==> src/rtl/tbp_pkg.sv <==
// Purpose: Shared constants for the ten-bit pulse-width modulator block.
// Assumes: APB slave, 32-bit data, 8-bit byte address, clk at 10 MHz.
// Notes: Four channels, four selectable 8-bit time-base timers.

package tbp_pkg;

	// Structure
	localparam int TBP_NCH  = 4;
	localparam int TBP_NTMR = 4;

	// Register map, byte addresses
	localparam logic [7:0] ADDR_TSEL   = 8'h00;
	localparam logic [7:0] ADDR_PINDIR = 8'h04;
	localparam logic [1:0] REGION_MISC = 2'h0;
	localparam logic [1:0] REGION_CH   = 2'h1;
	localparam logic [1:0] REGION_TMR  = 2'h2;

	// Offsets within a channel block (base 0x40 + 0x10 * channel)
	localparam logic [3:0] SUB_CTRL = 4'h0;
	localparam logic [3:0] SUB_DCH  = 4'h4;
	localparam logic [3:0] SUB_DCL  = 4'h8;

	// Offsets within a timer block (base 0x80 + 0x10 * timer)
	localparam logic [3:0] SUB_TCON = 4'h0;
	localparam logic [3:0] SUB_PER  = 4'h4;
	localparam logic [3:0] SUB_CNT  = 4'h8;
	localparam logic [3:0] SUB_FLAG = 4'hc;

	// Field positions
	localparam int EN_BIT   = 7;
	localparam int OUT_BIT  = 5;
	localparam int POL_BIT  = 4;
	localparam int DCL_LSB  = 6;
	localparam int TON_BIT  = 7;
	localparam int PRESCALE_SELECT_LSB = 4;
	localparam int FLAG_BIT = 0;

	// Values after reset
	localparam logic [7:0] RST_TSEL   = 8'h00;
	localparam logic [3:0] RST_PINDIR = 4'hf;
	localparam logic [7:0] RST_PERIOD = 8'hff;
	localparam logic [7:0] RST_DUTYH  = 8'h00;
	localparam logic [1:0] RST_DUTYL  = 2'h0;

	// Last extension count; four clock periods per timer increment before prescaling
	localparam logic [1:0] EXT_LAST = 2'h3;

endpackage : tbp_pkg

==> src/rtl/tbp_channel.sv <==
// Purpose: One modulator channel: duty buffer, compare and output stage.
// Assumes: wrap is a one-cycle pulse that never occurs during sleep.
// Notes: The level output comes from a flip-flop.
`timescale 1ns/1ps

module tbp_channel (
	// Clock and reset
	input  wire logic       clk,
	input  wire logic       rst_n,
	// Time base of the selected timer as it stands after this edge
	input  wire logic       wrap,
	input  wire logic [9:0] tb,
	// Channel settings
	input  wire logic       en,
	input  wire logic       output_invert,
	input  wire logic [9:0] duty,
	// Output level after polarity
	output logic            level_ff
);
	logic [9:0] duty_buf_ff;
	logic       active_ff;
	logic       nxt_active;

	// Compare buffer loads only at period match, so a half-written duty
	// never reaches the comparator mid-period
	always_ff @(posedge clk) begin
		if (!rst_n) begin
			duty_buf_ff <= 10'h000;
		end else if (wrap) begin
			duty_buf_ff <= duty;
		end
	end

	// Active state: set at clear, cleared at match, idle when disabled
	always_comb begin
		nxt_active = active_ff;
		if (!en) begin
			nxt_active = 1'b0;
		end else if (wrap) begin
			nxt_active = (duty != 10'h000);
		end else if (tb == duty_buf_ff) begin
			nxt_active = 1'b0;
		end
	end

	always_ff @(posedge clk) begin
		if (!rst_n) begin
			active_ff <= 1'b0;
		end else begin
			active_ff <= nxt_active;
		end
	end

	// Output stage; disabled channel rests at the inactive polarity level
	always_ff @(posedge clk) begin
		if (!rst_n) begin
			level_ff <= 1'b0;
		end else begin
			level_ff <= en ? (nxt_active ^ output_invert) : output_invert;
		end
	end

	property p_set_at_wrap;
		@(posedge clk) disable iff (!rst_n)
		(en && wrap && duty != 10'h000) |=> active_ff;
	endproperty
	a_set_at_wrap: assert property (p_set_at_wrap)
		else $error("channel not active after period clear");

	property p_zero_duty;
		@(posedge clk) disable iff (!rst_n)
		(wrap && duty == 10'h000) |=> !active_ff;
	endproperty
	a_zero_duty: assert property (p_zero_duty)
		else $error("zero duty went active");

	property p_clear_match;
		@(posedge clk) disable iff (!rst_n)
		(!wrap && tb == duty_buf_ff) |=> !active_ff;
	endproperty
	a_clear_match: assert property (p_clear_match)
		else $error("output not cleared at duty match");

	property p_disabled;
		@(posedge clk) disable iff (!rst_n)
		!en |=> (level_ff == $past(output_invert) && !active_ff);
	endproperty
	a_disabled: assert property (p_disabled)
		else $error("disabled channel not at inactive level");

	property p_polarity;
		@(posedge clk) disable iff (!rst_n)
		en |=> (level_ff == (active_ff ^ $past(output_invert)));
	endproperty
	a_polarity: assert property (p_polarity)
		else $error("output polarity wrong");

	property p_buffer;
		@(posedge clk) disable iff (!rst_n)
		!wrap |=> $stable(duty_buf_ff);
	endproperty
	a_buffer: assert property (p_buffer)
		else $error("duty buffer changed outside period match");

endmodule // tbp_channel

==> src/rtl/tbp_top.sv <==
// Purpose: Four-channel ten-bit modulator with four 8-bit time bases.
// Assumes: APB slave with zero wait states; sleep comes from same clock.
// Notes: Timer postscale bits are stored but steer nothing.
`timescale 1ns/1ps

module tbp_top (
	// Clock and reset
	input  wire logic                        clk,
	input  wire logic                        rst_n,
	// APB slave
	input  wire logic [7:0]                  paddr,
	input  wire logic                        psel,
	input  wire logic                        penable,
	input  wire logic                        pwrite,
	input  wire logic [31:0]                 pwdata,
	output logic      [31:0]                 prdata,
	output logic                             pready,
	output logic                             pslverr,
	// Power state
	input  wire logic                        sleep,
	// Levels for on-chip consumers
	output logic [tbp_pkg::TBP_NCH-1:0]      pwm_level,
	// Pins, enable low while driving
	output logic [tbp_pkg::TBP_NCH-1:0]      pin_out,
	output logic [tbp_pkg::TBP_NCH-1:0]      pin_oe_n
);
	import tbp_pkg::*;

	// Bus phases
	logic        apb_setup;
	logic        apb_access;
	logic        apb_wr;
	logic [1:0]  sel_idx;
	logic [3:0]  sub_off;
	logic [31:0] rd_val;
	logic [31:0] prdata_ff;

	// Global control
	logic [7:0]          tsel_ff;
	logic [TBP_NCH-1:0]  pin_direction_ctrl_ff;

	// Channel registers
	logic [TBP_NCH-1:0]  en_ff;
	logic [TBP_NCH-1:0]  output_invert_ff;
	logic [7:0]          duty_high_reg_ff [TBP_NCH];
	logic [1:0]          duty_low_reg_ff  [TBP_NCH];
	logic [TBP_NCH-1:0]  level;

	// Timer state
	logic [TBP_NTMR-1:0] tmr_on_ff;
	logic [2:0]          prescale_select_ff [TBP_NTMR];
	logic [3:0]          postscale_ff       [TBP_NTMR];
	logic [7:0]          period_match_value_ff [TBP_NTMR];
	logic [7:0]          shared_timer_count_ff [TBP_NTMR];
	logic [1:0]          ext_ff   [TBP_NTMR];
	logic [6:0]          pre_ff   [TBP_NTMR];
	logic [TBP_NTMR-1:0] timer_match_flag_ff;
	logic [TBP_NTMR-1:0] tmr_step;
	logic [TBP_NTMR-1:0] tmr_wrap;
	logic [9:0]          tmr_tb [TBP_NTMR];
	logic [9:0]          tmr_tb_nxt [TBP_NTMR];

	// Last prescaler count for a ratio of 2 to the power of the select
	function automatic logic [6:0] f_pre_last(input logic [2:0] ps);
		f_pre_last = 7'(({7'h00, 1'b1} << ps) - 8'h01);
	endfunction

	// Address decode, also used for the error answer
	function automatic logic f_mapped(input logic [7:0] a);
		f_mapped = 1'b0;
		case (a[7:6])
			REGION_MISC: f_mapped = (a == ADDR_TSEL) || (a == ADDR_PINDIR);
			REGION_CH:   f_mapped = (a[3:0] == SUB_CTRL) ||
				(a[3:0] == SUB_DCH) || (a[3:0] == SUB_DCL);
			REGION_TMR:  f_mapped = (a[1:0] == 2'h0);
			default:     f_mapped = 1'b0;
		endcase
	endfunction

	// Write strobe for one register of a region
	function automatic logic f_hit(input logic [7:0] a,
		input logic [1:0] region, input logic [1:0] idx,
		input logic [3:0] sub);
		f_hit = (a[7:6] == region) && (a[5:4] == idx) && (a[3:0] == sub);
	endfunction

	// Bus handshake: no wait states, error on unmapped words
	assign apb_setup  = psel && !penable;
	assign apb_access = psel && penable;
	assign apb_wr     = apb_access && pwrite;
	assign sel_idx    = paddr[5:4];
	assign sub_off    = paddr[3:0];
	assign pready     = 1'b1;
	assign pslverr    = apb_access && !f_mapped(paddr);
	assign prdata     = prdata_ff;

	// Source select and pin direction; pins float as inputs after reset
	always_ff @(posedge clk) begin
		if (!rst_n) begin
			tsel_ff               <= RST_TSEL;
			pin_direction_ctrl_ff <= RST_PINDIR;
		end else if (apb_wr) begin
			if (paddr == ADDR_TSEL) begin
				tsel_ff <= pwdata[7:0];
			end
			if (paddr == ADDR_PINDIR) begin
				pin_direction_ctrl_ff <= pwdata[TBP_NCH-1:0];
			end
		end
	end

	// Pins carry the same level that internal consumers see
	assign pwm_level = level;
	assign pin_out   = level;
	assign pin_oe_n  = pin_direction_ctrl_ff;

	generate
		for (genvar t = 0; t < TBP_NTMR; t++) begin : g_tmr
			logic cnt_wr;
			assign cnt_wr = apb_wr && f_hit(paddr, REGION_TMR,
				2'(t), SUB_CNT);

			// Prescaler step; sleep and an idle timer freeze everything
			assign tmr_step[t] = tmr_on_ff[t] && !sleep &&
				(pre_ff[t] == f_pre_last(prescale_select_ff[t]));
			assign tmr_wrap[t] = tmr_step[t] && (ext_ff[t] == EXT_LAST) &&
				(shared_timer_count_ff[t] == period_match_value_ff[t]);
			// Timer count concatenated with the clock extension
			assign tmr_tb[t] = {shared_timer_count_ff[t], ext_ff[t]};
			// Time base one step ahead, so a channel acts on the step edge
			// and a timer frozen in sleep can never move a channel
			assign tmr_tb_nxt[t] = cnt_wr ? {pwdata[7:0], 2'h0} :
				tmr_wrap[t] ? 10'h000 :
				tmr_step[t] ? 10'(tmr_tb[t] + 10'h001) :
				tmr_tb[t];

			// Timer configuration registers
			always_ff @(posedge clk) begin
				if (!rst_n) begin
					tmr_on_ff[t]             <= 1'b0;
					prescale_select_ff[t]    <= 3'h0;
					postscale_ff[t]          <= 4'h0;
					period_match_value_ff[t] <= RST_PERIOD;
				end else if (apb_wr) begin
					if (f_hit(paddr, REGION_TMR, 2'(t), SUB_TCON)) begin
						tmr_on_ff[t]          <= pwdata[TON_BIT];
						prescale_select_ff[t] <= pwdata[PRESCALE_SELECT_LSB+:3];
						postscale_ff[t]       <= pwdata[3:0];
					end
					if (f_hit(paddr, REGION_TMR, 2'(t), SUB_PER)) begin
						period_match_value_ff[t] <= pwdata[7:0];
					end
				end
			end

			// Prescaler runs on the system clock, so 1:1 steps every
			// clock and output frequency tracks clk directly
			always_ff @(posedge clk) begin
				if (!rst_n || cnt_wr) begin
					pre_ff[t] <= 7'h00;
				end else if (tmr_on_ff[t] && !sleep) begin
					pre_ff[t] <= tmr_step[t] ? 7'h00 :
						7'(pre_ff[t] + 7'h01);
				end
			end

			// Extension counts four prescaled clocks per timer increment
			always_ff @(posedge clk) begin
				if (!rst_n || cnt_wr) begin
					ext_ff[t] <= 2'h0;
				end else if (tmr_step[t]) begin
					ext_ff[t] <= 2'(ext_ff[t] + 2'h1);
				end
			end

			// Count clears on the increment after period match
			always_ff @(posedge clk) begin
				if (!rst_n) begin
					shared_timer_count_ff[t] <= 8'h00;
				end else if (cnt_wr) begin
					shared_timer_count_ff[t] <= pwdata[7:0];
				end else if (tmr_wrap[t]) begin
					shared_timer_count_ff[t] <= 8'h00;
				end else if (tmr_step[t] && ext_ff[t] == EXT_LAST) begin
					shared_timer_count_ff[t] <=
						8'(shared_timer_count_ff[t] + 8'h01);
				end
			end

			// Match flag: write one to clear, a match in that cycle wins
			always_ff @(posedge clk) begin
				if (!rst_n) begin
					timer_match_flag_ff[t] <= 1'b0;
				end else if (tmr_wrap[t]) begin
					timer_match_flag_ff[t] <= 1'b1;
				end else if (apb_wr && pwdata[FLAG_BIT] &&
					f_hit(paddr, REGION_TMR, 2'(t), SUB_FLAG)) begin
					timer_match_flag_ff[t] <= 1'b0;
				end
			end
		end

		for (genvar c = 0; c < TBP_NCH; c++) begin : g_ch
			logic [1:0] src;
			assign src = tsel_ff[2*c+:2];

			// Channel control and duty registers, writable at any time
			always_ff @(posedge clk) begin
				if (!rst_n) begin
					en_ff[c]            <= 1'b0;
					output_invert_ff[c] <= 1'b0;
					duty_high_reg_ff[c] <= RST_DUTYH;
					duty_low_reg_ff[c]  <= RST_DUTYL;
				end else if (apb_wr) begin
					if (f_hit(paddr, REGION_CH, 2'(c), SUB_CTRL)) begin
						en_ff[c]            <= pwdata[EN_BIT];
						output_invert_ff[c] <= pwdata[POL_BIT];
					end
					if (f_hit(paddr, REGION_CH, 2'(c), SUB_DCH)) begin
						duty_high_reg_ff[c] <= pwdata[7:0];
					end
					if (f_hit(paddr, REGION_CH, 2'(c), SUB_DCL)) begin
						duty_low_reg_ff[c] <= pwdata[DCL_LSB+:2];
					end
				end
			end

			// Each channel takes period from its timer, duty of its own
			tbp_channel u_ch (
				.clk      (clk),
				.rst_n    (rst_n),
				.wrap     (tmr_wrap[src]),
				.tb       (tmr_tb_nxt[src]),
				.en       (en_ff[c]),
				.output_invert      (output_invert_ff[c]),
				.duty     ({duty_high_reg_ff[c], duty_low_reg_ff[c]}),
				.level_ff (level[c])
			);
		end
	endgenerate

	// Read mux; unimplemented bits read as zero
	always_comb begin
		rd_val = 32'h0000_0000;
		case (paddr[7:6])
			REGION_MISC: begin
				if (paddr == ADDR_TSEL) begin
					rd_val[7:0] = tsel_ff;
				end else if (paddr == ADDR_PINDIR) begin
					rd_val[TBP_NCH-1:0] = pin_direction_ctrl_ff;
				end
			end
			REGION_CH: begin
				case (sub_off)
					SUB_CTRL: begin
						rd_val[EN_BIT]  = en_ff[sel_idx];
						rd_val[OUT_BIT] = level[sel_idx];
						rd_val[POL_BIT] = output_invert_ff[sel_idx];
					end
					SUB_DCH: rd_val[7:0] = duty_high_reg_ff[sel_idx];
					SUB_DCL: rd_val[DCL_LSB+:2] = duty_low_reg_ff[sel_idx];
					default: rd_val = 32'h0000_0000;
				endcase
			end
			REGION_TMR: begin
				case (sub_off)
					SUB_TCON: begin
						rd_val[TON_BIT]      = tmr_on_ff[sel_idx];
						rd_val[PRESCALE_SELECT_LSB+:3]  = prescale_select_ff[sel_idx];
						rd_val[3:0]          = postscale_ff[sel_idx];
					end
					SUB_PER:  rd_val[7:0] = period_match_value_ff[sel_idx];
					SUB_CNT:  rd_val[7:0] = shared_timer_count_ff[sel_idx];
					SUB_FLAG: rd_val[FLAG_BIT] = timer_match_flag_ff[sel_idx];
					default:  rd_val = 32'h0000_0000;
				endcase
			end
			default: rd_val = 32'h0000_0000;
		endcase
	end

	// Read data captured in the setup cycle, held through the access
	always_ff @(posedge clk) begin
		if (!rst_n) begin
			prdata_ff <= 32'h0000_0000;
		end else if (apb_setup && !pwrite) begin
			prdata_ff <= rd_val;
		end
	end

	property p_cnt_clear;
		@(posedge clk) disable iff (!rst_n)
		(tmr_wrap[0] && !(apb_wr && paddr[7:6] == REGION_TMR))
			|=> (shared_timer_count_ff[0] == 8'h00 && ext_ff[0] == 2'h0);
	endproperty
	a_cnt_clear: assert property (p_cnt_clear)
		else $error("timer count not cleared after period match");

	property p_sleep_hold;
		@(posedge clk) disable iff (!rst_n)
		(sleep && !apb_wr) |=> ($stable(tmr_tb[0]) && $stable(level));
	endproperty
	a_sleep_hold: assert property (p_sleep_hold)
		else $error("state moved during sleep");

	property p_flag_set;
		@(posedge clk) disable iff (!rst_n)
		tmr_wrap[1] |=> timer_match_flag_ff[1];
	endproperty
	a_flag_set: assert property (p_flag_set)
		else $error("match flag lost at period match");

	property p_pin_reset;
		@(posedge clk)
		!rst_n |=> (pin_oe_n == RST_PINDIR && en_ff == '0);
	endproperty
	a_pin_reset: assert property (p_pin_reset)
		else $error("pins or enables not reset");

	property p_ext_step;
		@(posedge clk) disable iff (!rst_n)
		(!tmr_step[0] && !apb_wr) |=> $stable(ext_ff[0]);
	endproperty
	a_ext_step: assert property (p_ext_step)
		else $error("time base extension moved without a step");

	property p_tb_step;
		@(posedge clk) disable iff (!rst_n)
		(tmr_step[0] && !tmr_wrap[0] && !apb_wr)
			|=> (tmr_tb[0] == 10'($past(tmr_tb[0]) + 10'h001));
	endproperty
	a_tb_step: assert property (p_tb_step)
		else $error("time base did not advance by one step");

	property p_sleep_pre;
		@(posedge clk) disable iff (!rst_n)
		(sleep && !apb_wr) |=> $stable(pre_ff[0]);
	endproperty
	a_sleep_pre: assert property (p_sleep_pre)
		else $error("prescaler moved during sleep");

	property p_count_step;
		@(posedge clk) disable iff (!rst_n)
		(!(tmr_step[0] && ext_ff[0] == EXT_LAST) && !apb_wr)
			|=> $stable(shared_timer_count_ff[0]);
	endproperty
	a_count_step: assert property (p_count_step)
		else $error("timer count moved between extension wraps");

endmodule // tbp_top

==> config.mk <==
export PLATFORM = sky130hd
export DESIGN_NAME = tbp_top
export DESIGN_NICKNAME = d
export VERILOG_FILES = /design/src/rtl/tbp_pkg.sv /design/src/rtl/tbp_channel.sv /design/src/rtl/tbp_top.sv
export SDC_FILE = /design/constraint.sdc
export NUM_CORES = 1
export LEC_CHECK = 0
export CAP_MARGIN = 40
export CORE_MARGIN = 2
export CORE_UTILIZATION = 45
export CTS_CLUSTER_SIZE = 40
export DETAILED_ROUTE_END_ITERATION = 8
export DONT_BUFFER_PORTS = 1
export PLACE_DENSITY = 0.61
export RECOVER_POWER = 25
export SYNTH_ARGS = -nofsm -noshare
export SYNTH_HDL_FRONTEND = slang
export SYNTH_SLANG_ARGS = --single-unit
==> constraint.sdc <==
create_clock -name clk -period 13.89 [get_ports clk]
set_input_delay 1.389 -clock clk [delete_from_list [all_inputs] [get_ports clk]]
set_output_delay 1.389 -clock clk [all_outputs]
set_load 0.01 [all_outputs]
# [Yosys cells after proc, flatten, opt, wreduce, memory -nomap -nowiden]
# Memories as Yosys holds them, arrays and structs flattened.
# Cells that the tools add are included.
[word_totals] register_bits=84 elab_cells=512 n_memories=8 out_inout_bits=46 mem_bits_rw=168 in_bits=46
[mem_list] memory="duty_high_reg_ff" depth=4 width=8 read_ports=5 rd_ports_with_merged_regs=0 wr=4 line_no="tbp_top.sv:45" rtl="logic [7:0] duty_high_reg_ff [TBP_NCH];"
[mem_list] memory="period_match_value_ff" depth=4 width=8 read_ports=5 rd_ports_with_merged_regs=0 wr=4 line_no="tbp_top.sv:53" rtl="logic [7:0] period_match_value_ff [TBP_NTMR];"
[mem_list] memory="shared_timer_count_ff" depth=4 width=8 read_ports=5 rd_ports_with_merged_regs=0 wr=4 line_no="tbp_top.sv:54" rtl="logic [7:0] shared_timer_count_ff [TBP_NTMR];"
[mem_list] memory="pre_ff" depth=4 width=7 read_ports=4 rd_ports_with_merged_regs=0 wr=4 line_no="tbp_top.sv:56" rtl="logic [6:0] pre_ff [TBP_NTMR];"
[mem_list] memory="postscale_ff" depth=4 width=4 read_ports=1 rd_ports_with_merged_regs=0 wr=4 line_no="tbp_top.sv:52" rtl="logic [3:0] postscale_ff [TBP_NTMR];"
[mem_list] memory="prescale_select_ff" depth=4 width=3 read_ports=5 rd_ports_with_merged_regs=0 wr=4 line_no="tbp_top.sv:51" rtl="logic [2:0] prescale_select_ff [TBP_NTMR];"
[mem_list] memory="+2 memories"
[classes] shifts=4 n_addsub=20 n_eq_ne=25 n_bitwise=48 reduce_logical=101 mux=266 magnitude_cmp=9
[op_table] op="10-bit two-way mux" n=20
[op_table] op="1-bit two-way mux" n=178
[op_table] op="8-bit two-way mux" n=20
[op_table] op="10-bit binary-select mux with 2-bit select" n=4
[op_table] op="1-bit logical AND" n=66
[op_table] op="7-bit two-way mux" n=8
[op_table] op="10-bit by 1-bit adder with 10-bit output (second input constant)" n=4
[op_table] op="10-bit equality test" n=4
[op_table] op="1-bit bitwise OR" n=40
[op_table] op="10-bit nonzero test" n=4
[op_table] op="8-bit by 1-bit adder with 8-bit output (second input constant)" n=4
[op_table] op="8-bit equality test" n=4
[op_table] op="4-bit two-way mux" n=8
[op_table] op="7-bit by 1-bit adder with 7-bit output (second input constant)" n=4
[op_table] op="7-bit equality test" n=4
[op_table] op="1-bit by 3-bit << shifter with 7-bit output (first input constant)" n=4
[op_table] op="7-bit by 1-bit subtractor with 7-bit output (second input constant)" n=4
[op_table] op="8-bit one-hot mux with 3 select lines" n=1
[op_table] op="7-bit one-hot mux with 3 select lines" n=1
[op_table] op="2-bit AND reduction" n=10
[op_table] op="1-bit binary-select mux with 2-bit select" n=9
[op_table] op="2-bit two-way mux" n=8
[op_table] op="2-bit by 3-bit < comparator with 1-bit output (second input constant)" n=5
[op_table] op="2-bit equality test (second input constant)" n=7
[op_table] op="19 further kinds" n=52

# [Logic depth before layout (Yosys ltp)]
# An unclocked memory read counts as a cell.
[depth] depth_word=18 depth_mapped=18 depth_no_buf=15

# [Cells and area by module]
# From an unflattened synthesis, not the netlist that was laid out.
[unflattened] cells_unflattened=1732 hier_area_um2=16862.4
[modules_own_cells] mod="tbp_top" cells_per_inst=1480 instances=1 area_each_um2=14355.0 seq_area_each_um2=5765.5
[modules_own_cells] mod="tbp_channel" cells_per_inst=63 instances=4 area_each_um2=626.9 seq_area_each_um2=240.2

# [Least setup slack after synthesis]
# Ideal clock, no wire load.
[synth_timing] path_kind="in2reg" start="input port sleep" end="register g_ch[0].u_ch.level_ff" path_buffers=0 setup_time_ns=0.063 t_arrival_ns=4.679 required_time_ns=13.827 path_slack_ns=9.148 path_stages=12 path_cell_list="inv_1 -> nand2_1 -> nor4_2 -> nand3_1 -> o41ai_2 -> mux2i_1 -> xnor2_1 -> a211oi_1 -> o2111ai_1 -> or4_4 -> or4_1 -> nand3_1"
[synth_between] elab_chain_cells=16 elab_cells_between_ends=40 cone_classes="eq/ne: 1; mux: 21; bitwise: 1; reduce/logical: 17"
[synth_lines] element="from (decl)" line_no="tbp_top.sv:20" rtl="input wire logic sleep,"
[synth_lines] element="1-bit zero test *" line_no="tbp_top.sv:124" rtl="assign tmr_step[t] = tmr_on_ff[t] && !sleep &&"
[synth_lines] element="1-bit logical AND (2 in series)" line_no="tbp_top.sv:124"
[synth_lines] element="1-bit logical AND (2 in series)" line_no="tbp_top.sv:126" rtl="assign tmr_wrap[t] = tmr_step[t] && (ext_ff[t] == EXT_LAST) &&"
[synth_lines] element="10-bit two-way mux" line_no="tbp_top.sv:133" rtl="tmr_wrap[t] ? 10'h000 :"
[synth_lines] element="10-bit two-way mux" line_no="tbp_top.sv:132" rtl="assign tmr_tb_nxt[t] = cnt_wr ? {pwdata[7:0], 2'h0} :"
[synth_lines] element="10-bit binary-select mux with 2-bit select" line_no="tbp_top.sv:233" rtl=".tb (tmr_tb_nxt[src]),"
[synth_lines] element="10-bit two-way mux (implied by the code) (2 in series)" line_no="tbp_top.sv:233"
[synth_lines] element="10-bit equality test" line_no="tbp_channel.sv:41" rtl="end else if (tb == duty_buf_ff) begin"
[synth_lines] element="1-bit two-way mux" line_no="tbp_channel.sv:41"
[synth_lines] element="1-bit two-way mux *" line_no="tbp_channel.sv:39" rtl="end else if (wrap) begin"
[synth_lines] element="1-bit two-way mux *" line_no="tbp_channel.sv:37" rtl="if (!en) begin"
[synth_lines] element="1-bit bitwise XOR *" line_no="tbp_channel.sv:59" rtl="level_ff <= en ? (nxt_active ^ output_invert) : output_invert;"
[synth_lines] element="1-bit two-way mux *" line_no="tbp_channel.sv:59"
[synth_lines] element="to (signal assigned)" line_no="tbp_channel.sv:59"
[synth_lines] element="to (decl)" line_no="tbp_channel.sv:18" rtl="output logic level_ff"
# Every way passes the cells marked *; elsewhere a longest branch is shown, timed or not. The select of a mux whose other input is x is not followed.
# A chain may end at the register's enable or synchronous reset.

==> flow_summary.yaml <==
run_status:
  status: "complete, but fails checks"
  violations: "max-capacitance violations, max-slew violations"
grt:
  grt_max_degree: 72
  grt_usage_pct: 28.9
  grt_pass1_vias: 14192
  grt_overflow: 0
  antenna_found_initial: 1
  grt_pass1_wl_um: 90000
yosys:
  synth_edf_count: 168
  synth_cells: 1915
  syn_area_um2: 17800
  async_flop_share_pct: 0
  ys_types: 92
  yosysSeqAreaShare_pct: 37.8
  ys_ff_latch: 252
  yosysWarnings: 0
  avgSynthCellArea_um2: 9.29
  synth-main-ff-cell: "edfxtp_1"
die:
  initial_core_util_pct: 45.8
  rows: 72
  ios: 92
  die_x_um: 203
  die_y_um: 203
  core_area_um2: 38800
  dieArea_um2: 41100
pwr:
  p_leak_uw: 0.00651
  ir_drop_uv: 84.5
  p_per_area_nw_per_um2: 94.9
final_layout:
  instances_no_fill: 2368
  n_fill_cell: 3625
  drive_gt1_share_pct: 9.30
  nNetsFinal: 1890
  area_growth_pct: 6.34
  diodes: 0
clock_tree:
  cts_buffer_depth: 3
  cts_tree: "yes"
  post-cts-setup-buffers: 0
  cts_made_buffers: 28
  cts_sinks: 252
  cts_resized: 0
  htreeDepth: 1
  cts-root-buf: "clkbuf_16"
  clkTransAtPathRegs_ps: 60
  hold_buffers: 0
  clk_latency_ps: 570
routing:
  route.met2.wl_um: 25600
  drt-initial-drc-count: 1937
  top_layer_used: "met4"
  first_pass_iters: 5
  drt-met1-wl_um: 24600
  via_per_inst: 6.35
  ant_nets: 0
  wl_met3_um: 7750
  drc: 0
  drt_wl_total_um: 60200
  avgRoutedWirePerCell_um: 25.4
  vias: 15047
sta:
  maxSlewViolCount: 29
  hold_viol_final: 0
  setup_tns_ps: 0
  min_period_over_period_pct: 42.0
  worst_pin_slew_ps: 1550
  finalSetupViolCount: 0
  fmax_ghz: 0.172
  slew_headroom_pct: -3.20
  rsz0062_at_grt: "false"
  period_needed_ps: 5830
  skew_ps: 21.5
setup_path:
  crit_type: "register to register"
  start_kind: "register"
  worstSetupEndpointType: "register"
  max_stage_delay_ps: 850
  path_max_fanout: 15
  cp.required_ps: 14340
  crit_slowest_cell: "or4_1"
  crit_buf_inv: 0
  cp_cell_sequence: "or3_4 > ha_1 > o41ai_1 > a31oi_1 > or4_1 > or4b_2 > a31oi_1 > mux4_2 > xnor2_1 > o21ai_1 > or4_4 > or4_1 > nand3_1"
  path_delay_family: "simple AND/OR/NAND/NOR gates"
  worstPathArrival_ps: 6280
placement:
  dp_cells: 2315
  io_buffers: 0
  routabilityCongestion: 0.978
  dp_hpwl_um: 43200
worst_hold_path:
  hold_class: "register to register"
flow_run:
  drv_cap: 1
tightest hold or removal path: stages, from the launching register on:
cell,delay [ps]
dfxtp_1,310
o21ai_0,70
a21oi_1,60
metal layers:
metal	up-vias	global-route usage (%)
li1	6796	-
met5	-	0
met4	0	10.5
met1	7268	40.9
met3	129	8.27
met2	854	42.3
registers in the layout, summed over array words and instances, names as in the netlist:
register / flops
duty_low_reg_ff: 8
postscale_ff: 16
shared_timer_count_ff: 32
output_invert_ff: 4
period_match_value_ff: 32
pre_ff: 28
ext_ff: 8
prdata: 8
pin_oe_n: 4
en_ff: 4
timer_match_flag_ff: 4
g_ch.u_ch.active_ff: 4
prescale_select_ff: 12
g_ch.u_ch.level_ff: 4
g_ch.u_ch.duty_buf_ff: 40
duty_high_reg_ff: 32
tmr_on_ff: 4
tsel_ff: 8
logic make-up (layout without fill, tap and decap cells):
logic type / after synthesis / after routing / share of synthesized area [%]
AND/OR/NAND/NOR: 754 / 754 / 21.5
AO/OA/AOI/OAI: 340 / 340 / 13.0
flip-flops: 252 / 252 / 37.8
buffers and inverters: 235 / 147 / 5.78
XOR/XNOR: 162 / 162 / 8.02
multiplexers: 154 / 154 / 12.7
adder cells (fa/ha/maj): 16 / 16 / 1.13
other: 2 / 25 / 0.0422
cell usage in the layout (no fill, tap or decap), drive strengths merged, types with 13 or more instances in the layout:
cell	n
a22oi	21
mux2i	89
conb	25
o31ai	17
buf	38
xnor2	90
a31oi	20
nand2	114
edfxtp	168
and2	72
nor2b	19
nand3	81
inv	48
dfxtp	84
o21ai	71
nor3	37
nor4	25
xor2	72
ha	16
or4	16
a21oi	75
and3	23
or3	50
nand2b	17
nand4	24
nor2	238
mux4	56
o22ai	13
clkbuf	44
power by group:
| part | switching (uW) | internal [uW] | leakage (uW) | total (uW) |
|---|---|---|---|---|
| Sequential | 37.7 | 821 | 0.00235 | 859 |
| Combinational | 84.3 | 64.1 | 0.00369 | 148 |
| Clock | 309 | 479 | 0.000472 | 788 |
| Total | 431 | 1360 | 0.00651 | 1800 |
final cells by class:
cell class / count / area [um2] / area share, %
clock buffers: 39 / 773 / 4.09
clock inverters: 13 / 188 / 0.992
inverters: 52 / 196 / 1.04
multi-input cells: 1451 / 10100 / 53.5
flip-flops and latches: 252 / 6730 / 35.6
well taps: 518 / 648 / 3.43
repair buffers: 43 / 272 / 1.44
Yosys cell counts, types with 8 or more instances:
master	instances	share of area, %
or3_1	49	1.7
buf_1	13	0.27
o21a_1	9	0.38
ha_1	16	1.1
edfxtp_1	168	28
mux2_2	9	0.57
buf_4	33	1.4
nand4_1	24	0.84
nand2b_1	17	0.60
nor2b_1	19	0.67
nand3_1	81	2.3
nand2_1	114	2.4
o21ai_0	66	1.9
and3_1	23	0.81
nor4_1	22	0.77
or4_1	15	0.63
mux4_2	56	7.1
dfxtp_1	84	9.5
a21oi_1	74	2.1
nand3b_1	8	0.34
a22oi_1	21	0.89
xor2_1	72	3.5
clkbuf_1	124	2.6
o41ai_1	10	0.49
o31ai_1	17	0.72
a31oi_1	20	0.70
inv_1	49	1.0
mux2i_1	89	5.0
o22ai_1	13	0.46
xnor2_1	89	4.4
nor3_1	35	0.98
and2_1	72	2.5
buf_2	12	0.34
nor2_1	238	5.0
a211oi_1	10	0.42
worst paths after layout:
check,startpoint,end,slack (ps),cells after the start
hold / removal,timer_match_flag_ff[0]$_SDFFE_PN0P_,timer_match_flag_ff[0]$_SDFFE_PN0P_,480,2
setup / recovery,prescale_select_ff[2][2]$_SDFFCE_PN0P_,g_ch[0].u_ch.level_ff$_SDFF_PN0_,8060,13
hold reg to reg,timer_match_flag_ff[0]$_SDFFE_PN0P_,timer_match_flag_ff[0]$_SDFFE_PN0P_,480,2
setup reg to reg,prescale_select_ff[2][2]$_SDFFCE_PN0P_,g_ch[0].u_ch.level_ff$_SDFF_PN0_,8060,13
per-stage QoR:
| stage | hold WS (ps) | worst slack, ps | power (uW) | utilization, % | area (um2) |
|---|---|---|---|---|---|
| finish | 482 | 8060 | 1800 | 48.7 | 18900 |
| CTS | 480 | 8110 | 1800 | 48.8 | 19000 |
| global route | 491 | 7740 | 1840 | 48.7 | 18900 |
| detailed placement | 468 | 8130 | 1020 | 46.4 | 18000 |
| global placement | 461 | 7820 | 1010 | 45.9 | 17800 |
| floorplan | 449 | 9150 | 985 | - | 17900 |
(Power assumes the default switching activity.)
